File: src/verilog/bsc_defs.svh
// Constants of the brake sequence controller: settings, codes, timing counts.
// Assumes a 25 MHz clock; frequencies in 0.01 Hz, currents in 0.1 percent, times in 0.1 s.
`ifndef BSC_DEFS_SVH
`define BSC_DEFS_SVH
`define BSC_CLK_HZ            32'd25000000
`define BSC_TICK_S_TENTHS     32'd1
`define BSC_TICK_CYCLES       ((`BSC_CLK_HZ / 32'd10) * `BSC_TICK_S_TENTHS)
`define BSC_MODE_NORMAL       8'h00
`define BSC_MODE_SHORT1       8'h01
`define BSC_MODE_SHORT11      8'h0B
`define BSC_MODE_FEEDBACK     8'h07
`define BSC_MODE_NO_FEEDBACK  8'h08
`define BSC_IN_SEL_FEEDBACK   8'h0F
`define BSC_OUT_SEL_POS       8'h14
`define BSC_OUT_SEL_NEG       8'h78
`define BSC_FREQ_MAX          16'h0BB8
`define BSC_CUR_MAX           16'h07D0
`define BSC_CUR_RATED         16'h03E8
`define BSC_STOP_FREQ_MIN     16'h0032
`define BSC_FAULT_TIME        8'h14
`define BSC_REL_FREQ_RST      16'h012C
`define BSC_ENG_FREQ_RST      16'h0258
`define BSC_REL_CUR_RST       16'h0514
`define BSC_DET_TIME_RST      8'h03
`define BSC_START_TIME_RST    8'h03
`define BSC_STOP_TIME_RST     8'h03
`define BSC_N_INPUTS          5
`define BSC_N_OUTPUTS         3
`endif

File: src/verilog/bsc_pkg.sv
// Types of the brake sequence controller.
// Assumes bsc_defs.svh is on the include path.
package bsc_pkg;
  typedef enum logic [3:0] {
    BSC_IDLE     = 4'b0000,
    BSC_WAIT_CUR = 4'b0001,
    BSC_DETECT   = 4'b0010,
    BSC_WAIT_FB  = 4'b0011,
    BSC_START    = 4'b0100,
    BSC_RUN      = 4'b0101,
    BSC_DECEL    = 4'b0110,
    BSC_WAIT_OFF = 4'b0111,
    BSC_HOLD     = 4'b1000,
    BSC_FINAL    = 4'b1001,
    BSC_FAULT    = 4'b1010
  } bsc_state_t;
endpackage

File: src/verilog/bsc_sync.sv
// Two-flop synchroniser for one level from outside the clock domain.
// Assumes the input is a slow level such as a contact.
`timescale 1ns/100ps
`default_nettype none
module bsc_sync (
  input  wire logic clk,
  input  wire logic sys_rst,
  input  wire logic d,
  output logic      q
);
  logic meta;

  // The first flop feeds only the second; nothing else reads it.
  always_ff @(posedge clk or posedge sys_rst) begin
    if (sys_rst) begin
      meta <= 1'b0;
      q    <= 1'b0;
    end else begin
      meta <= d;
      q    <= meta;
    end
  end
endmodule
`default_nettype wire

File: src/verilog/bsc_tick.sv
// Common 0.1 s time base for all sequence timers.
// Assumes one free-running system clock.
`timescale 1ns/100ps
`default_nettype none
`include "bsc_defs.svh"
module bsc_tick (
  input  wire logic clk,
  input  wire logic sys_rst,
  output logic      tick
);
  localparam logic [23:0] LAST = 24'(`BSC_TICK_CYCLES - 32'd1);
  logic [23:0] count;
  logic [23:0] next_count;
  logic        next_tick;

  // Counter wraps each tenth of a second and pulses tick for one cycle.
  always_comb begin
    next_tick  = (count == LAST);
    next_count = next_tick ? 24'h00_0000 : count + 24'h00_0001;
  end

  always_ff @(posedge clk or posedge sys_rst) begin
    if (sys_rst) begin
      count <= 24'h00_0000;
      tick  <= 1'b0;
    end else begin
      count <= next_count;
      tick  <= next_tick;
    end
  end
endmodule
`default_nettype wire

File: src/verilog/bsc_top.sv
// Brake sequence controller with an AXI4-Lite register slave.
// Assumes speed, current and frequency come from drive logic on clk; pins are asynchronous.
//
// Decided for this implementation: register access over AXI4-Lite and the register offsets.
`timescale 1ns/100ps
`default_nettype none
`include "bsc_defs.svh"
module bsc_top
  import bsc_pkg::*;
(
  input  wire logic        clk,
  input  wire logic        sys_rst,
  input  wire logic [3:0]  s_axi_awaddr,
  input  wire logic        s_axi_awvalid,
  output logic             s_axi_awready,
  input  wire logic [31:0] s_axi_wdata,
  input  wire logic [3:0]  s_axi_wstrb,
  input  wire logic        s_axi_wvalid,
  output logic             s_axi_wready,
  output logic [1:0]       s_axi_bresp,
  output logic             s_axi_bvalid,
  input  wire logic        s_axi_bready,
  input  wire logic [3:0]  s_axi_araddr,
  input  wire logic        s_axi_arvalid,
  output logic             s_axi_arready,
  output logic [31:0]      s_axi_rdata,
  output logic [1:0]       s_axi_rresp,
  output logic             s_axi_rvalid,
  input  wire logic        s_axi_rready,
  input  wire logic        network_mode,
  input  wire logic        start_cmd,
  input  wire logic [15:0] speed_command,
  input  wire logic [15:0] output_frequency,
  input  wire logic [15:0] output_current,
  input  wire logic [15:0] starting_frequency_setting,
  input  wire logic [4:0]  input_terminals,
  output logic [2:0]       open_collector_output,
  output logic             accel_enable,
  output logic             hold_frequency,
  output logic             output_shutoff,
  output logic             trip,
  output logic             auto_restart_enable,
  output logic             second_function_active
);
  // Register offsets; each word is aligned.
  localparam logic [3:0] A_FREQ = 4'h0;
  localparam logic [3:0] A_CUR  = 4'h4;
  localparam logic [3:0] A_TIME = 4'h8;
  localparam logic [3:0] A_SEL  = 4'hC;

  //////////////////////////////////////////////////////////////////////////////
  // Pin synchronisers and shared tick.

  logic [4:0] term_sync;
  logic       tick;

  genvar gi;
  generate
    for (gi = 0; gi < `BSC_N_INPUTS; gi = gi + 1) begin : g_sync
      bsc_sync u_sync (
        .clk     (clk),
        .sys_rst (sys_rst),
        .d       (input_terminals[gi]),
        .q       (term_sync[gi])
      );
    end
  endgenerate

  bsc_tick u_tick (
    .clk     (clk),
    .sys_rst (sys_rst),
    .tick    (tick)
  );

  //////////////////////////////////////////////////////////////////////////////
  // Register bank and AXI4-Lite slave.

  logic [15:0] release_frequency_setting;
  logic [15:0] engage_frequency_setting;
  logic [15:0] release_current_setting;
  logic [7:0]  current_detection_time;
  logic [7:0]  start_brake_time;
  logic [7:0]  stop_brake_time;
  logic [7:0]  sequence_mode_setting;
  logic [39:0] input_function_selectors;
  logic [23:0] output_function_selectors;
  logic [3:0]  fault_flags;
  logic [31:0] rd_word;
  logic [1:0]  rd_resp;
  logic [15:0] next_release_frequency_setting;
  logic [15:0] next_engage_frequency_setting;
  logic [15:0] next_release_current_setting;
  logic [7:0]  next_current_detection_time;
  logic [7:0]  next_start_brake_time;
  logic [7:0]  next_stop_brake_time;
  logic [7:0]  next_sequence_mode_setting;
  logic [39:0] next_input_function_selectors;
  logic [23:0] next_output_function_selectors;
  logic        next_bvalid, next_rvalid;
  logic [1:0]  next_bresp, next_rresp;
  logic [31:0] next_rdata;
  logic        do_write, do_read;
  logic [15:0] wf_rel, wf_eng;

  // Address and data are taken together so a write needs both channels valid.
  assign s_axi_awready = s_axi_awvalid && s_axi_wvalid && !s_axi_bvalid;
  assign s_axi_wready  = s_axi_awready;
  assign s_axi_arready = s_axi_arvalid && !s_axi_rvalid;
  assign do_write      = s_axi_awready;
  assign do_read       = s_axi_arready;

  // Write decode; a rejected frequency pair answers SLVERR and changes nothing.
  always_comb begin
    next_release_frequency_setting = release_frequency_setting;
    next_engage_frequency_setting  = engage_frequency_setting;
    next_release_current_setting   = release_current_setting;
    next_current_detection_time    = current_detection_time;
    next_start_brake_time          = start_brake_time;
    next_stop_brake_time           = stop_brake_time;
    next_sequence_mode_setting     = sequence_mode_setting;
    next_input_function_selectors  = input_function_selectors;
    next_output_function_selectors = output_function_selectors;
    next_bvalid = s_axi_bvalid && !s_axi_bready;
    next_bresp  = s_axi_bresp;
    wf_rel = s_axi_wdata[15:0];
    wf_eng = s_axi_wdata[31:16];
    if (do_write) begin
      next_bvalid = 1'b1;
      next_bresp  = 2'b00;
      case (s_axi_awaddr)
        A_FREQ: begin
          if (wf_rel <= wf_eng && wf_eng <= `BSC_FREQ_MAX && s_axi_wstrb == 4'hF) begin
            next_release_frequency_setting = wf_rel;
            next_engage_frequency_setting  = wf_eng;
          end else begin
            next_bresp = 2'b10;
          end
        end
        A_CUR: begin
          if (s_axi_wdata[15:0] <= `BSC_CUR_MAX) begin
            next_release_current_setting = s_axi_wdata[15:0];
          end else begin
            next_bresp = 2'b10;
          end
        end
        A_TIME: begin
          next_current_detection_time = s_axi_wdata[7:0];
          next_start_brake_time       = s_axi_wdata[15:8];
          next_stop_brake_time        = s_axi_wdata[23:16];
          next_sequence_mode_setting  = s_axi_wdata[31:24];
        end
        A_SEL: begin
          next_input_function_selectors[7:0]  = s_axi_wdata[7:0];
          next_output_function_selectors[7:0] = s_axi_wdata[15:8];
        end
        default: next_bresp = 2'b10;
      endcase
    end
  end

  // Read decode; unmapped addresses answer SLVERR with zero data.
  always_comb begin
    rd_word = 32'h0000_0000;
    rd_resp = 2'b00;
    case (s_axi_araddr)
      A_FREQ: rd_word = {engage_frequency_setting, release_frequency_setting};
      A_CUR:  rd_word = {8'h00, 4'h0, fault_flags, release_current_setting};
      A_TIME: rd_word = {sequence_mode_setting, stop_brake_time,
                         start_brake_time, current_detection_time};
      A_SEL:  rd_word = {8'h00, 8'h00, output_function_selectors[7:0],
                         input_function_selectors[7:0]};
      default: rd_resp = 2'b10;
    endcase
    next_rvalid = s_axi_rvalid && !s_axi_rready;
    next_rdata  = s_axi_rdata;
    next_rresp  = s_axi_rresp;
    if (do_read) begin
      next_rvalid = 1'b1;
      next_rdata  = rd_word;
      next_rresp  = rd_resp;
    end
  end

  always_ff @(posedge clk or posedge sys_rst) begin
    if (sys_rst) begin
      release_frequency_setting <= `BSC_REL_FREQ_RST;
      engage_frequency_setting  <= `BSC_ENG_FREQ_RST;
      release_current_setting   <= `BSC_REL_CUR_RST;
      current_detection_time    <= `BSC_DET_TIME_RST;
      start_brake_time          <= `BSC_START_TIME_RST;
      stop_brake_time           <= `BSC_STOP_TIME_RST;
      sequence_mode_setting     <= `BSC_MODE_NORMAL;
      input_function_selectors  <= 40'h00_0000_0000;
      output_function_selectors <= 24'h00_0000;
      s_axi_bvalid <= 1'b0;
      s_axi_bresp  <= 2'b00;
      s_axi_rvalid <= 1'b0;
      s_axi_rdata  <= 32'h0000_0000;
      s_axi_rresp  <= 2'b00;
    end else begin
      release_frequency_setting <= next_release_frequency_setting;
      engage_frequency_setting  <= next_engage_frequency_setting;
      release_current_setting   <= next_release_current_setting;
      current_detection_time    <= next_current_detection_time;
      start_brake_time          <= next_start_brake_time;
      stop_brake_time           <= next_stop_brake_time;
      sequence_mode_setting     <= next_sequence_mode_setting;
      input_function_selectors  <= next_input_function_selectors;
      output_function_selectors <= next_output_function_selectors;
      s_axi_bvalid <= next_bvalid;
      s_axi_bresp  <= next_bresp;
      s_axi_rvalid <= next_rvalid;
      s_axi_rdata  <= next_rdata;
      s_axi_rresp  <= next_rresp;
    end
  end

  //////////////////////////////////////////////////////////////////////////////
  // Terminal routing and mode decode.

  logic feedback;
  logic second_sel;
  logic mode_fb, mode_nofb, seq_selected, seq_active;
  logic stop_freq_hit;
  logic [15:0] stop_freq;
  logic [25:0] cur_limit;

  // Feedback comes from terminal 0 (selector register); second function uses terminal 1.
  assign feedback   = (input_function_selectors[7:0] == `BSC_IN_SEL_FEEDBACK)
                      ? term_sync[0] : 1'b0;
  assign second_sel = term_sync[1];

  assign mode_fb      = (sequence_mode_setting == `BSC_MODE_FEEDBACK);
  assign mode_nofb    = (sequence_mode_setting == `BSC_MODE_NO_FEEDBACK);
  assign seq_selected = mode_fb || mode_nofb;
  assign auto_restart_enable = !seq_selected;

  // Release current is scaled to rated current, 1000 tenths of a percent.
  assign cur_limit = 26'(release_current_setting) * 26'(`BSC_CUR_RATED);

  // Stop point is the lower of the starting frequency and 0.5 Hz.
  assign stop_freq = (starting_frequency_setting < `BSC_STOP_FREQ_MIN)
                     ? starting_frequency_setting : `BSC_STOP_FREQ_MIN;
  assign stop_freq_hit = (output_frequency <= stop_freq);

  //////////////////////////////////////////////////////////////////////////////
  // Sequence state machine with timers.

  bsc_state_t state, next_state;
  logic [7:0] timer, next_timer;
  logic [7:0] flt_timer, next_flt_timer;
  logic [3:0] next_fault_flags;
  logic       release_req, next_release_req;
  logic       sec_latch, next_sec_latch;

  function automatic logic elapsed(input logic [7:0] t, input logic [7:0] limit);
    elapsed = (t >= limit);
  endfunction

  assign seq_active = seq_selected && network_mode && !sec_latch;

  // Timer counts in ticks and is cleared on every state change.
  always_comb begin
    next_state       = state;
    next_release_req = release_req;
    next_fault_flags = fault_flags;
    next_sec_latch   = sec_latch;
    next_timer       = tick ? timer + 8'h01 : timer;
    next_flt_timer   = tick ? flt_timer + 8'h01 : flt_timer;
    if (timer == 8'hFF) next_timer = timer;
    if (flt_timer == 8'hFF) next_flt_timer = flt_timer;
    // Second function is sampled only at a stop, so it cannot abort a run.
    if (state == BSC_IDLE) next_sec_latch = second_sel;
    case (state)
      BSC_IDLE: begin
        next_release_req = 1'b0;
        next_flt_timer = 8'h00;
        if (start_cmd && seq_active) next_state = BSC_WAIT_CUR;
      end
      BSC_WAIT_CUR: begin
        next_timer = 8'h00;
        if (speed_command >= release_frequency_setting &&
            26'(output_current) * 26'd1000 >= cur_limit) next_state = BSC_DETECT;
      end
      BSC_DETECT: begin
        if (!(speed_command >= release_frequency_setting &&
              26'(output_current) * 26'd1000 >= cur_limit)) begin
          next_state = BSC_WAIT_CUR;
        end else if (elapsed(timer, current_detection_time)) begin
          next_release_req = 1'b1;
          next_flt_timer = 8'h00;
          next_timer = 8'h00;
          next_state = mode_fb ? BSC_WAIT_FB : BSC_START;
        end
      end
      BSC_WAIT_FB: begin
        next_timer = 8'h00;
        if (feedback) begin
          next_state = BSC_START;
        end else if (flt_timer > `BSC_FAULT_TIME) begin
          next_fault_flags[1] = 1'b1;
          next_state = BSC_FAULT;
        end
      end
      BSC_START: begin
        if (elapsed(timer, start_brake_time)) next_state = BSC_RUN;
      end
      BSC_RUN: begin
        if (!start_cmd && output_frequency <= engage_frequency_setting) begin
          next_release_req = 1'b0;
          next_flt_timer = 8'h00;
          next_state = BSC_DECEL;
        end
      end
      BSC_DECEL: begin
        next_timer = 8'h00;
        if (output_frequency <= release_frequency_setting) begin
          next_state = mode_fb ? BSC_WAIT_OFF : BSC_HOLD;
        end
      end
      BSC_WAIT_OFF: begin
        next_timer = 8'h00;
        if (!feedback) next_state = BSC_HOLD;
      end
      BSC_HOLD: begin
        if (elapsed(timer, stop_brake_time)) next_state = BSC_FINAL;
      end
      BSC_FINAL: begin
        if (stop_freq_hit) next_state = BSC_IDLE;
      end
      BSC_FAULT: begin
        next_release_req = 1'b0;
        if (!start_cmd) next_fault_flags = 4'h0;
        if (!start_cmd) next_state = BSC_IDLE;
      end
      default: next_state = BSC_IDLE;
    endcase
    // Fault checks common to several states.
    if (state == BSC_WAIT_CUR || state == BSC_DETECT) begin
      if (flt_timer > `BSC_FAULT_TIME) begin
        next_fault_flags[0] = 1'b1;
        next_state = BSC_FAULT;
        next_release_req = 1'b0;
      end
    end
    if (mode_fb && release_req && !feedback &&
        (state == BSC_START || state == BSC_RUN)) begin
      next_fault_flags[2] = 1'b1;
      next_state = BSC_FAULT;
      next_release_req = 1'b0;
    end
    if (mode_fb && feedback && (state == BSC_DECEL || state == BSC_WAIT_OFF) &&
        flt_timer > `BSC_FAULT_TIME) begin
      next_fault_flags[3] = 1'b1;
      next_state = BSC_FAULT;
    end
    if (next_state != state) next_timer = 8'h00;
  end

  always_ff @(posedge clk or posedge sys_rst) begin
    if (sys_rst) begin
      state       <= BSC_IDLE;
      timer       <= 8'h00;
      flt_timer   <= 8'h00;
      fault_flags <= 4'h0;
      release_req <= 1'b0;
      sec_latch   <= 1'b0;
    end else begin
      state       <= next_state;
      timer       <= next_timer;
      flt_timer   <= next_flt_timer;
      fault_flags <= next_fault_flags;
      release_req <= next_release_req;
      sec_latch   <= next_sec_latch;
    end
  end

  //////////////////////////////////////////////////////////////////////////////
  // Drive outputs, registered.

  logic [2:0] next_oc;
  integer k;

  // Output terminal 0 carries the request in its selected polarity; the selectors of terminals 1 and 2 stay zero, so those stay low.
  always_comb begin
    next_oc = 3'b000;
    for (k = 0; k < `BSC_N_OUTPUTS; k = k + 1) begin
      if (output_function_selectors[8*k +: 8] == `BSC_OUT_SEL_POS) next_oc[k] = release_req;
      if (output_function_selectors[8*k +: 8] == `BSC_OUT_SEL_NEG) next_oc[k] = !release_req;
    end
  end

  always_ff @(posedge clk or posedge sys_rst) begin
    if (sys_rst) begin
      open_collector_output  <= 3'b000;
      accel_enable           <= 1'b0;
      hold_frequency         <= 1'b0;
      output_shutoff         <= 1'b1;
      trip                   <= 1'b0;
      second_function_active <= 1'b0;
    end else begin
      open_collector_output  <= next_oc;
      accel_enable           <= (state == BSC_RUN) || !seq_active;
      hold_frequency         <= seq_active && ((state == BSC_HOLD) || (state == BSC_WAIT_OFF) ||
                                (state == BSC_DETECT) || (state == BSC_START) ||
                                (state == BSC_WAIT_FB));
      output_shutoff         <= (state == BSC_FAULT) || (state == BSC_IDLE && !start_cmd);
      trip                   <= (state == BSC_FAULT);
      second_function_active <= sec_latch;
    end
  end
endmodule
`default_nettype wire
File: config.mk
export PLATFORM = sky130hd
export DESIGN_NAME = bsc_top
export DESIGN_NICKNAME = d
export VERILOG_FILES = /design/src/verilog/bsc_pkg.sv /design/src/verilog/bsc_sync.sv /design/src/verilog/bsc_tick.sv /design/src/verilog/bsc_top.sv
export VERILOG_INCLUDE_DIRS = /design/src /design/src/verilog
export SDC_FILE = /design/constraint.sdc
export NUM_CORES = 1
export LEC_CHECK = 0
export ABC_AREA = 1
export BUFFER_PORTS_ARGS = -buffer_cell sky130_fd_sc_hd__buf_4
export CORE_ASPECT_RATIO = 0.7
export CORE_MARGIN = 2
export CORE_UTILIZATION = 30
export CTS_BUF_LIST = sky130_fd_sc_hd__clkbuf_4
export CTS_CLUSTER_SIZE = 20
export DETAILED_ROUTE_END_ITERATION = 16
export HOLD_SLACK_MARGIN = 0.1
export PLACE_DENSITY = 0.55
export RECOVER_POWER = 50
export SLEW_MARGIN = 20
export SYNTH_ARGS = -nofsm -noshare
export SYNTH_HDL_FRONTEND = slang
export SYNTH_HIERARCHICAL = 1
export SYNTH_SLANG_ARGS = --single-unit
File: constraint.sdc
create_clock -name clk -period 6.4 [get_ports clk]
set_input_delay 0.64 -clock clk [delete_from_list [all_inputs] [get_ports clk]]
set_output_delay 0.64 -clock clk [all_outputs]
set_load 0.005 [all_outputs]
-- Word level (Yosys, flattened, before mapping)
Cells that the tools add are included.
- flip-flop bits (word level): 195
- latch bits: 0
- RAM bits: 0
- memory bits (read-only): 0
- bits of input ports: 122
- output and inout port bits: 50
- word-level logic and storage cells: 202
- memories: 0
- $add $sub $neg: 3
- multiply operators: 2
- div/mod/pow operators: 0
- $lt $le $gt $ge: 13
- equality and inequality tests: 31
- shift-type cells: 0
- muxes and demuxes: 61
- bitwise logic cells: 0
- reductions and logical operators: 57
- operator list (cell ; count):
    $pmux W32 S4 ; 1
    $mux W8 ; 10
    $mux W4 ; 19
    $le A16 B16 Y1 ; 4
    $mul A16 B7 Y23 const B ; 2
    $pmux W4 S11 ; 1
    $eq A4 B4 Y1 const B ; 8
    $ge A26 B26 Y1 ; 1
    $add A24 B1 Y24 const B ; 1
    $eq A24 B22 Y1 const B ; 1
    $eq A4 B3 Y1 const B ; 6
    $ge A8 B8 Y1 ; 3
    $mux W24 ; 1
    $pmux W8 S3 ; 1
    $logic_and A1 B1 Y1 ; 20
    $mux W1 ; 18
    $add A8 B1 Y8 const B ; 2
    $eq A8 B4 Y1 const B ; 2
    $eq A8 B8 Y1 const B ; 2
    $ge A16 B16 Y1 ; 1
    $le A16 B11 Y1 const B ; 1
    $le A16 B12 Y1 const B ; 1
    $lt A16 B6 Y1 const B ; 1
    $mux W16 ; 1
    other kinds (24) ; 59

-- Longest topological paths before layout
Gate-level depths: netlist (run 1).
- depth in word-level cells: 13
- mapped depth: 34
- mapped depth without buffers: 34

-- Hierarchy
Netlist (run 1), hierarchy kept.
- modules (own cells, without submodules) (module ; times used ; cells an instance ; area an instance (µm²) ; seq. area each (µm²)):
    bsc_top ; 1 ; 1992 ; 15976.6 ; 4127.7
    bsc_tick ; 1 ; 196 ; 1517.7 ; 625.6
    bsc_sync ; 2 ; 3 ; 53.8 ; 50.0

-- Least setup slack after synthesis (run 1)
OpenSTA, ideal clock, no wires.
- kind: input to register
- start: input output_current[9]
- end: register timer[1]
- setup time: 0.122 ns
- data arrival time: 5.697 ns
- data required time: 6.278 ns
- path slack: 0.581 ns
- stages on the path: 29
- path buffers: 0
- cell sequence: inv_1 fa_1 fa_1 inv_1 fa_1 inv_1 fa_1 inv_1 ha_1 nand2_1 nor4_1 nand4_1 nand3_1 a21oi_1 nor2_1 nor2_1 xor2_1 ha_1 nand2_1 nor2_1 nand3_1 nor2_1 nand2_1 nand4_1 nand2_1 o21ai_1 o2111ai_1 o211ai_1 nor2_1
- cells in the longest elaborated chain, start to end: 11
- elaborated cells on any way between the ends: 14
- classes of those cells: 1 x mul; 1 x order compare; 1 x eq/ne; 10 x mux; 1 x reduce/logical
- RTL lines (what ; RTL line ; source):
    from (decl) ; bsc_top.sv:34 ; input wire logic [15:0] output_current,
    $mul A16 B7 Y23 * ; bsc_top.sv:283, bsc_top.sv:287 ;
    $ge A26 B26 Y1 * ; bsc_top.sv:283, bsc_top.sv:287 ;
    $logic_and A1 B1 Y1 * ; bsc_top.sv:282, bsc_top.sv:286 ;
    $mux W4, on equally long branches ; bsc_top.sv:286, bsc_top.sv:282 ;
    $pmux W4 S11 ; bsc_top.sv:274 ; case (state)
    $mux W4 ; bsc_top.sv:340 ; if (flt_timer > `BSC_FAULT_TIME) begin
    $mux W4 ; bsc_top.sv:339 ; if (state == BSC_WAIT_CUR || state == BSC_DETECT) begin
    $mux W4 ; bsc_top.sv:346 ; if (mode_fb && release_req && !feedback &&
    $mux W4 ; bsc_top.sv:352 ; if (mode_fb && feedback && (state == BSC_DECEL || state == BSC_WAIT_OFF) &&
    $ne A4 B4 Y1 ; bsc_top.sv:357 ; if (next_state != state) next_timer = 8'h00;
    $mux W8 * ; bsc_top.sv:357 ;
    net next_timer[1] ; bsc_top.sv:250 ; logic [7:0] timer, next_timer;
    to (signal assigned) ; bsc_top.sv:370 ; timer <= next_timer;
    to (decl) ; bsc_top.sv:250 ;
The timed path passes the listed nets; every way through them passes the cells marked *.
A chain may end at the register's enable or synchronous reset.

-- Worst setup path after layout (run 1)
- start: register release_current_setting[2]
- end: register timer[7]
- cells in the longest elaborated chain, start to end: 11
- elaborated cells on any way between the ends: 14
- classes of those cells: 1 x mul; 1 x order compare; 1 x eq/ne; 10 x mux; 1 x reduce/logical
- RTL lines (what ; RTL line ; source):
    from (decl) ; bsc_top.sv:80 ; logic [15:0] release_current_setting;
    from (signal assigned) ; bsc_top.sv:188 ; release_current_setting <= `BSC_REL_CUR_RST;
    from (signal assigned) ; bsc_top.sv:203 ; release_current_setting <= next_release_current_setting;
    $mul A16 B7 Y23 * ; bsc_top.sv:239 ; assign cur_limit = 26'(release_current_setting) * 26'(`BSC_CUR_RATED);
    $ge A26 B26 Y1 * ; bsc_top.sv:283, bsc_top.sv:287 ;
    $logic_and A1 B1 Y1 * ; bsc_top.sv:282, bsc_top.sv:286 ;
    $mux W4, on equally long branches ; bsc_top.sv:286, bsc_top.sv:282 ;
    $pmux W4 S11 ; bsc_top.sv:274 ;
    $mux W4 ; bsc_top.sv:340 ;
    $mux W4 ; bsc_top.sv:339 ;
    $mux W4 ; bsc_top.sv:346 ;
    $mux W4 ; bsc_top.sv:352 ;
    $ne A4 B4 Y1 ; bsc_top.sv:357 ;
    $mux W8 * ; bsc_top.sv:357 ;
    net next_timer[7] ; bsc_top.sv:250 ;
Marks and branches as above.

==> results.md, run 1 <==
* Row count at 74
* Prevailing post-synth register cell: dfrtp_1
* CTS sink count at 193
* Skew-Pair Late Insertion Delay at 0.67 ns
* Max-Slew Margin vs Limit at -1.99
* Worst Hold Class: in2reg
* Worst hold slack at 0.153 ns
* Max Clk Rate at 165 MHz
* CP most frequent cell: fa_1
* Pin count of the biggest net entering global routing at 98
* Drt pass-1 iters at 5
* Routed Antenna Nets at 0
* Routed wire length at 50.6 mm
* Failing checks: max-capacitance violations, max-slew violations
* Syn Inst Count at 2194
* CTS H-tree depth at 4
* Synthesized flop and latch total at 193
* CTS Buf Count at 17
* Grt total ovfl at 0
* Initial antenna violation count at 3
* Wire length per cell at 15.6 um
* Post-synth EDFFs at 0
* Total of max-cap violations at 3
* Fin nets at 2921
* Die Footprint at 60700 um^2
* Setup violators final at 0
* Core footprint at 58100 um^2
* Routability congestion estimate at 0.889
* Placed wire-length estimate at 41.6 mm
* Netlist cell types at 57
* Die width at 294 um
* Crit end category: flop
* CTS root buffer: clkbuf_4
* Yosys warning count at 6
* Max stage delay on crit path at 0.60 ns
* Area Growth Syn to Fin at 18.9%
* Worst path slowest cell: dfstp_2
* Crit path kind: reg2reg
* Final non-filler cell total at 3231
* Buf+Inv Stages, Crit Path at 5
* Share of cells above drive strength 1 at 0.166
* Drc violations at 0
* Status: finished, violations left
* Measured slew at the worst slew-check pin at 4.45 ns
* CTS Buffer Depth at 2
* Sequential fraction of the synthesis area at 0.276
* Vias in the first global route at 15100
* Combined area of all synthesized cells at 17600 um^2
* Worst vdd ir at 0.000226 V
* First-pass GRT wire length at 80.9 mm
* Ports at 172
* CTS tree: built
* Hold Vio Cnt, Final at 0
* Buffers on Ports at 164
* Clk_skew at 0.0291 ns
* Delay-heaviest family, CP: adder cells
* Pwr Density at 254 nW/um^2
* Syn Area/Cell at 8.02 um^2
* # placed instances at 3189
* Startpoint Class: flop
* CTS clk-pin slew, worst paths at 0.18 ns
* Crit path time final at 6.05 ns
* DRT iter0 DRCs at 1166
* Worst EP arrival at 6.61 ns
* Fin crit share at 0.945
* Post-synth ARST share at 1.00
* Leak at 10.7 nW
* CP max FO at 8
* Vias per inst at 4.71
* GRT Util Overall at 0.170
* Final Slew Violations at 203
* Initial Utilization at 0.303
* Worst endpoint required time at 6.96 ns
* Via count at 15200
* Die Span Y at 207 um
[registers in the layout, indices dropped and copies added, names as in the netlist, 16 cells and up]
register                   cells
engage_frequency_setting      16
release_current_setting       16
release_frequency_setting     16
s_axi_rdata                   32
u_tick/count                  24
[routing by layer]
| layer | part of all wire | global-route usage | up-vias |
|---|---|---|---|
| met4 | 0.012 | 0.0275 | 0 |
| met2 | 0.42 | 0.251 | 355 |
| met3 | 0.064 | 0.0380 | 35 |
| li1 | - | - | 7547 |
| met1 | 0.51 | 0.256 | 7295 |
| met5 | 0 | 0 | - |
[cell usage after synthesis (all sizes together), types with 3 or more instances]
| library cell | n | area [um^2] |
|---|---|---|
| nand2 | 532 | 2030 |
| inv | 396 | 1490 |
| ha | 235 | 2940 |
| dfrtp | 174 | 4350 |
| nor2 | 172 | 787 |
| o21ai | 149 | 746 |
| a21oi | 115 | 583 |
| fa | 108 | 2160 |
| nand3 | 55 | 295 |
| xor2 | 41 | 359 |
| nand4 | 31 | 200 |
| clkbuf | 28 | 105 |
| nor3 | 20 | 110 |
| dfstp | 19 | 499 |
| o2111ai | 19 | 173 |
| xnor2 | 15 | 131 |
| o22ai | 12 | 75.1 |
| buf | 9 | 57.6 |
| nor4 | 8 | 50.1 |
| a21o | 7 | 52.6 |
| a21boi | 5 | 37.5 |
| nand3b | 5 | 62.6 |
| o21bai | 4 | 30.0 |
| or2 | 4 | 25.0 |
| a211oi | 3 | 22.5 |
| a221oi | 3 | 26.3 |
| o21a | 3 | 22.5 |
[what timing repair did]
| item | in CTS | in global routing |
|---|---|---|
| buffers inserted | 2 | 2 |
| resized for setup | 3 | 45 |
| setup endpoints to repair | 12 | 20 |
| pin swaps | 3 | 35 |
| endpoints found under the hold margin | 8 | 0 |
| hold buffers | 5 | 0 |
[final timing paths]
kind | slack (ns) | endpoint | depth (start not counted) | startpoint
setup / recovery | 0.35 | timer[7] | 29 | release_current_setting[2]
hold / removal | 0.15 | output_shutoff | 2 | start_cmd
setup reg to reg | 0.35 | timer[7] | 29 | release_current_setting[2]
hold reg to reg | 0.37 | g_sync[1].u_sync/q | 0 | g_sync[1].u_sync/meta
max in group asynchronous | 2.03 | s_axi_rdata[19] | 4 | sys_rst
min in group asynchronous | 0.51 | g_sync[1].u_sync/q | 3 | sys_rst
[per-stage QoR]
stage / TNS [ns] / util / area [um^2] / total power [mW] / setup slack (ns)
5_1_grt: -0.0923 / 0.360 / 20900 / 5.87 / -0.0260
2_1_floorplan: 0 / - / 17600 / 3.34 / 0.581
3_3_place_gp: -1.80 / 0.351 / 20400 / 4.36 / -0.193
4_1_cts: 0 / 0.358 / 20800 / 5.29 / 0.00601
6_report: 0 / 0.360 / 20900 / 5.32 / 0.352
3_5_place_dp: -2.92 / 0.351 / 20400 / 4.42 / -0.271
[worst reg2reg max path, delay by kind of cell, from the launching register on]
family	cells	cell delay [ns]
DFF	1	0.60
buffers and inverters	5	0.64
and+or+nand+nor	9	0.88
adders and majority gates	6	2.51
AOI/OAI and AO/OA	8	1.16
xor gates and xnor gates	1	0.15
[placed cells by master, fill, tap and decap left out, types with 30 or more instances in the layout]
cell	count
nor2_1	143
o21ai_0	132
dfrtp_1	172
ha_1	229
xor2_1	41
nand4_1	30
inv_1	380
nand2_1	519
fa_1	106
nand3_1	49
a21oi_1	110
buf_4	255
[kinds of logic after synthesis]
kind of cell,synth area share
multiplexers,0.000640
AND/OR/NAND/NOR,0.204
flip-flops,0.276
other,0.000427
AO/OA/AOI/OAI,0.108
XOR/XNOR,0.0279
buffers and inverters,0.0937
adder cells (fa/ha/maj),0.290
[cell type report]
| type | count | area, um^2 |
|---|---|---|
| Inverter | 396 | 1490 |
| Timing Repair Buffer | 268 | 2010 |
| Tap cell | 760 | 951 |
| Clock buffer | 17 | 128 |
| Antenna cell | 2 | 5.00 |
| Fill cell | 6084 | 37200 |
| Multi-Input combinational cell | 1580 | 11300 |
| Clock inverter | 15 | 228 |
| Sequential cell | 193 | 4860 |
[power by group]
group          total (mW)  switching (mW)  internal [mW]
sequential           1.38          0.0638           1.31
combinational        3.13            1.76           1.37
clock               0.818           0.495          0.323
Note: power is estimated with default switching activity, not from simulation.
==> inputs of run 2 (changes only) <==
CORE_ASPECT_RATIO = unset   (was 0.7)
==> run 2 against run 1 <==
The run still ends with max-capacitance violations, max-slew violations left. Cell area decreased by 1.3%. Worst setup slack got worse by 0.057 ns. Power decreased by 4.2%. Clock skew increased by 0.0040 ns. Utilization decreased by 0.26 points. Global-route usage decreased by 0.46 points. Combinational power decreased by 4%. Non-clock buffer count decreased by 21. Largest cell class unchanged. Highest routed layer is now met5.
==> results.md, run 2 (synthesized netlist as in run 1, its figures left out) <==
* Worst path slowest cell: dfstp_2
* Core footprint at 57800 um^2 (-0.59%)
* Failing checks: max-capacitance violations, max-slew violations
* Startpoint Class: flop
* Biggest regs: s_axi_rdata: 32 flops, u_tick/count: 24 flops
* Measured slew at the worst slew-check pin at 4.02 ns (-0.432 ns)
* Sequential cell area at 4850 um^2 (about the same)
* Pin count of the biggest net entering global routing at 105 (+7.1%)
* Die Span Y at 246 um (+19%)
* Crit path kind: reg2reg
* Drc violations at 0 (unchanged)
* Fin crit share at 0.954 (+0.00891)
* Reg with most FFs: s_axi_rdata
* Grt total ovfl at 0 (unchanged)
* Area of the multi-input gates at 11200 um^2 (-0.50%)
* Fin nets at 2900 (-0.72%)
* Delay-heaviest family, CP: adder cells
* CP max FO at 8 (unchanged)
* CTS clk-pin slew, worst paths at 0.17 ns (about the same)
* Initial antenna violation count at 4 (+1)
* Crit path time final at 6.10 ns (+0.0570 ns)
* Setup TNS at 0 ns (unchanged)
* CTS tree: built
* CTS Buffer Depth at 2 (unchanged)
* Drt pass-1 iters at 6 (+1)
* Worst endpoint required time at 6.98 ns (+0.02 ns)
* Crit end category: flop
* # placed instances at 3174 (-0.47%)
* CTS sink count at 193 (unchanged)
* Buffers on Ports at 164 (unchanged)
* Vias in the first global route at 15200 (+0.59%)
* Hold Vio Cnt, Final at 0 (unchanged)
* Worst Hold Class: in2reg
* Fin area at 20700 um^2 (-1.3%)
* Most frequent cells in the layout: nand2_1, inv_1, buf_4, ha_1, dfrtp_1
* Pwr Density at 247 nW/um^2 (-2.9%)
* Total of max-cap violations at 4 (+1)
* Buf+Inv Stages, Crit Path at 2 (-3)
* Setup violators final at 0 (unchanged)
* GRT Util Overall at 0.165 (-0.00465)
* Max-Slew Margin vs Limit at -1.68 (+0.304)
* Leak at 10.5 nW (-1.3%)
* Fillcell total at 6062 (-0.36%)
* Placed wire-length estimate at 41.1 mm (-1.3%)
* CP most frequent cell: nand2_1
* Die width at 246 um (-16%)
* Die Footprint at 60600 um^2 (about the same)
* Wire length per cell at 15.3 um (-2.0%)
* Max reg flops at 32 (unchanged)
* Row count at 88 (+19%)
* Initial Utilization at 0.305 (+0.00178)
* CTS H-tree depth at 4 (unchanged)
* Area Growth Syn to Fin at 17.4%
* Vias per inst at 4.73 (+0.37%)
* Worst EP arrival at 6.68 ns (+0.07 ns)
* Final Slew Violations at 241 (+19%)
* First-pass GRT wire length at 79.4 mm (-1.8%)
* Worst hold slack at 0.179 ns (+0.0262 ns)
* Max stage delay on crit path at 0.64 ns (+0.04 ns)
* Final non-filler cell total at 3216 (-0.46%)
* Routability congestion estimate at 0.873 (-1.8%)
* Commonest non-fill, non-tap cell in the layout: nand2_1
* Share of cells above drive strength 1 at 0.151 (-0.0149)
* Routed Antenna Nets at 0 (unchanged)
* CTS root buffer: clkbuf_4
* Clk_skew at 0.0331 ns (+0.00399 ns)
* Status: finished, violations left
* Ports at 172 (unchanged)
* Worst vdd ir at 0.000178 V (-21%)
* DRT iter0 DRCs at 918 (-21%)
* Routed wire length at 49.3 mm (-2.4%)
* Skew-Pair Late Insertion Delay at 0.65 ns (-0.02 ns)
* Via count at 15200 (-0.092%)
* Max Clk Rate at 164 MHz (-0.93%)
* DP Area at 20300 um^2 (-0.74%)
* CTS Buf Count at 17 (unchanged)
==> run 2: final timing paths <==
path	start	endpoint	slack, ns	depth (start not counted)
max	release_current_setting[2]	timer[1]	0.30	33
min	s_axi_rready	s_axi_rvalid	0.18	2
max reg2reg	release_current_setting[2]	timer[1]	0.30	33
min reg2reg	g_sync[0].u_sync/meta	g_sync[0].u_sync/q	0.37	0
max in group asynchronous	sys_rst	state[1]	1.82	4
min in group asynchronous	sys_rst	g_sync[1].u_sync/meta	0.44	3
==> run 2: metrics by stage <==
| stage | utilization | power, mW | setup slack [ns] |
|---|---|---|---|
| after floorplan | - | 3.34 | 0.581 |
| after global placement | 0.350 | 4.30 | -0.0162 |
| after detailed placement | 0.350 | 4.35 | -0.0670 |
| after CTS | 0.356 | 5.09 | 0.0559 |
| after global routing | 0.357 | 5.68 | -0.0602 |
| final | 0.357 | 5.10 | 0.295 |
==> run 2: layout make-up <==
| class | instances | area share |
|---|---|---|
| Timing Repair Buffer | 247 | 0.0893 |
| Clock buffer | 17 | 0.00618 |
| Inverter | 396 | 0.0719 |
| Clock inverter | 15 | 0.00812 |
| Sequential cell | 193 | 0.235 |
| Antenna cell | 3 | 0.000363 |
| Multi-Input combinational cell | 1580 | 0.543 |
| Tap cell | 765 | 0.0463 |
==> run 2: power breakdown <==
part | internal [mW] | total, mW | switching (mW)
Combinational | 1.31 | 3.02 | 1.71
Clock | 0.214 | 0.701 | 0.487
Sequential | 1.31 | 1.38 | 0.0659
Total | 2.84 | 5.10 | 2.26
==> run 2: what timing repair did <==
| item | in CTS | in global routing |
|---|---|---|
| gates resized for setup | 1 | 24 |
| pin swaps | 1 | 7 |
| hold buffers | 4 | 0 |
| endpoints found under the hold margin | 7 | 0 |
| buffers inserted | 1 | 2 |
| endpoints found under the setup margin | 8 | 19 |
==> run 2: metal layers <==
| metal | vias up | wire [um] | global-route usage |
|---|---|---|---|
| li1 | 7496 | - | - |
| met1 | 7332 | 23300 | 0.232 |
| met2 | 335 | 22400 | 0.257 |
| met3 | 53 | 2830 | 0.0357 |
| met4 | 2 | 859 | 0.0426 |
| met5 | - | 13 | 0 |
==> inputs of run 3 (changes only) <==
--- a/config.mk
+++ b/config.mk
@@ -10,6 +10,5 @@
 export BUFFER_PORTS_ARGS = -buffer_cell sky130_fd_sc_hd__buf_4
-export CORE_MARGIN = 2
 export CORE_UTILIZATION = 30
 export CTS_BUF_LIST = sky130_fd_sc_hd__clkbuf_4
-export CTS_CLUSTER_SIZE = 20
+export CTS_CLUSTER_SIZE = 28
 export DETAILED_ROUTE_END_ITERATION = 16
--- a/constraint.sdc
+++ b/constraint.sdc
@@ -3,2 +3,2 @@
 set_output_delay 0.64 -clock clk [all_outputs]
-set_load 0.005 [all_outputs]
+set_load 0.01 [all_outputs]
==> run 3 against run 2 <==
The run still ends with max-capacitance violations, max-slew violations left. Hold slack got worse by 0.012 ns. Cell area is essentially flat. Worst setup slack gained 0.12 ns. Final cell count hardly changed. Clock skew up 0.0017 ns. Highest routed layer unchanged. Via count is 0.49% lower. Routed wire length shrank 0.29%. Combinational power about the same. Non-clock buffer count rose by 2. Clock power increased by 2%. Power about the same.
==> results.md, run 3 (synthesized netlist as in run 1, its figures left out) <==
* Die Footprint at 59600 um^2 (-1.6%)
* Commonest non-fill, non-tap cell in the layout: nand2_1
* Vias per inst at 4.71 (-0.52%)
* Routability congestion estimate at 0.863 (-1.2%)
* CTS sink count at 193 (unchanged)
* Clk_skew at 0.0348 ns (+0.00174 ns)
* Worst EP arrival at 6.57 ns (-0.11 ns)
* Worst vdd ir at 0.000170 V (-4.5%)
* Reg2Reg Depth at 31 (-6.1%)
* Hold depth at 2 (unchanged)
* Failing checks: max-capacitance violations, max-slew violations
* Vias in the first global route at 15100 (-0.59%)
* Grt total ovfl at 0 (unchanged)
* HP Start: start_cmd
* CTS Buf Count at 17 (unchanged)
* Max-Slew Margin vs Limit at -1.99 (-0.307)
* Placed wire-length estimate at 40.7 mm (-0.85%)
* CTS Buffer Depth at 2 (unchanged)
* Most frequent cells in the layout: nand2_1, inv_1, buf_4, ha_1, dfrtp_1
* Biggest regs: s_axi_rdata: 32 flops, u_tick/count: 24 flops
* Via count at 15100 (-0.49%)
* Total of max-cap violations at 3 (-1)
* Core footprint at 57800 um^2 (unchanged)
* Final non-filler cell total at 3217 (+0.031%)
* R2R Path End: timer[3]
* Setup violators final at 0 (unchanged)
* Routed Antenna Nets at 0 (unchanged)
* First-pass GRT wire length at 79.5 mm (about the same)
* CTS root buffer: clkbuf_4
* DRT iter0 DRCs at 988 (+7.6%)
* Tot Pwr at 5.10 mW (about the same)
* Max stage delay on crit path at 0.61 ns (-0.03 ns)
* Crit end category: flop
* Initial antenna violation count at 5 (+1)
* Leak at 10.5 nW (about the same)
* Hold Vio Cnt, Final at 0 (unchanged)
* Fin nets at 2902 (+0.069%)
* CTS H-tree depth at 4 (unchanged)
* Status: finished, violations left
* Reg with most FFs: s_axi_rdata
* Worst Hold Class: in2reg
* Max reg flops at 32 (unchanged)
* Wire length per cell at 15.3 um (-0.32%)
* # placed instances at 3174 (unchanged)
* Pin count of the biggest net entering global routing at 98 (-6.7%)
* CP most frequent cell: nand2_1
* CTS tree: built
* Skew-Pair Late Insertion Delay at 0.67 ns (+0.02 ns)
* Max Clk Rate at 167 MHz (+2.1%)
* Drc violations at 0 (unchanged)
* Ports at 172 (unchanged)
* Worst path slowest cell: dfstp_2
* Die width at 244 um (-0.81%)
* Die Span Y at 244 um (-0.81%)
* Reg2reg start: release_current_setting[2]
* Routed wire length at 49.2 mm (-0.29%)
* Startpoint Class: flop
* Row count at 88 (unchanged)
* CP max FO at 8 (unchanged)
* Hold Path End: output_shutoff
* CTS clk-pin slew, worst paths at 0.18 ns (about the same)
* Pre-CTS setup slack at 0.0369 ns (+0.104 ns)
* Buffers on Ports at 164 (unchanged)
* Crit path time final at 5.98 ns (-0.123 ns)
* Fin crit share at 0.935 (-0.0192)
* Pwr Density at 247 nW/um^2 (about the same)
* Worst endpoint required time at 6.99 ns (about the same)
* R2R Setup Slk at 0.42 ns (+0.12 ns)
* GRT Util Overall at 0.168 (+0.00226)
* Final Slew Violations at 202 (-16%)
* Crit path kind: reg2reg
* Drt pass-1 iters at 5 (-1)
* Area Growth Syn to Fin at 17.4% (about the same)
* Measured slew at the worst slew-check pin at 4.46 ns (+0.436 ns)
* Worst setup margin at 0.419 ns (+0.123 ns)
* Share of cells above drive strength 1 at 0.151 (+0.000693)
* Initial Utilization at 0.305 (unchanged)
## run 3: cell types whose count changed in the layout (fill, tap and decap cells not counted), sizes merged
cell	delta
diode	-1
clkinv	+2
inv	-2
buf	+2
## run 3: worst max-delay path by stage
| stage | cells after the start | to | slack, ns | start |
|---|---|---|---|---|
| 2_1_floorplan | 29 | timer[1] | 0.58 | output_current[9] |
| 3_3_place_gp | 33 | timer[1] | 0.05 | output_current[9] |
| 3_5_place_dp | 33 | timer[1] | 0.04 | output_current[9] |
| 4_1_cts | 35 | timer[3] | 0.11 | release_current_setting[2] |
| 5_1_grt | 33 | timer[7] | -0.03 | release_current_setting[2] |
| 6_report | 31 | timer[3] | 0.42 | release_current_setting[2] |
## run 3: power breakdown
group	switching (mW)	internal (mW)
Combinational	1.70	1.32
Clock	0.500	0.213
Sequential	0.0667	1.31
## run 3: layout make-up
type | count | area, um^2
antenna | 2 | 5.00
timing repair buffer | 249 | 1860
clock buffer | 17 | 128
clock inverter | 15 | 163
sequential | 193 | 4850
fill | 6029 | 37100
tap | 765 | 957
inverter | 396 | 1490
multi-input combinational | 1580 | 11200
## run 3: critical path: cells and delay by family, from the launching register on
kind,cells,cell delay [ns]
buf+inv,3,0.28
xor+xnor,1,0.17
compound gates,6,0.92
simple gates,15,1.37
flops,1,0.61
fa+ha+maj,6,2.55
## run 3: through the flow
stage          utilization  area (um^2)  setup TNS (ns)  hold WS, ns
6_report             0.357        20700               0        0.166
4_1_cts              0.356        20600               0        0.100
5_1_grt              0.357        20700         -0.0523        0.137
3_3_place_gp         0.350        20300               0        0.334
3_5_place_dp         0.350        20300               0        0.336
2_1_floorplan            -        17600               0        0.331
## run 3: repair_timing
action | 4_1_cts | 5_1_grt
hold buffers | 4 | 0
buffers inserted | 0 | 5
setup endpoints to repair | 0 | 19
gates resized for setup | 0 | 23
endpoints found under the hold margin | 7 | 0
## run 3: metal layers
metal / track usage / vias to the layer above / wire length [um]
met3: 0.0307 / 55 / 2580
met5: 0 / - / 24
li1: - / 7513 / -
met2: 0.262 / 321 / 22000
met4: 0.0408 / 4 / 839
met1: 0.238 / 7250 / 23800
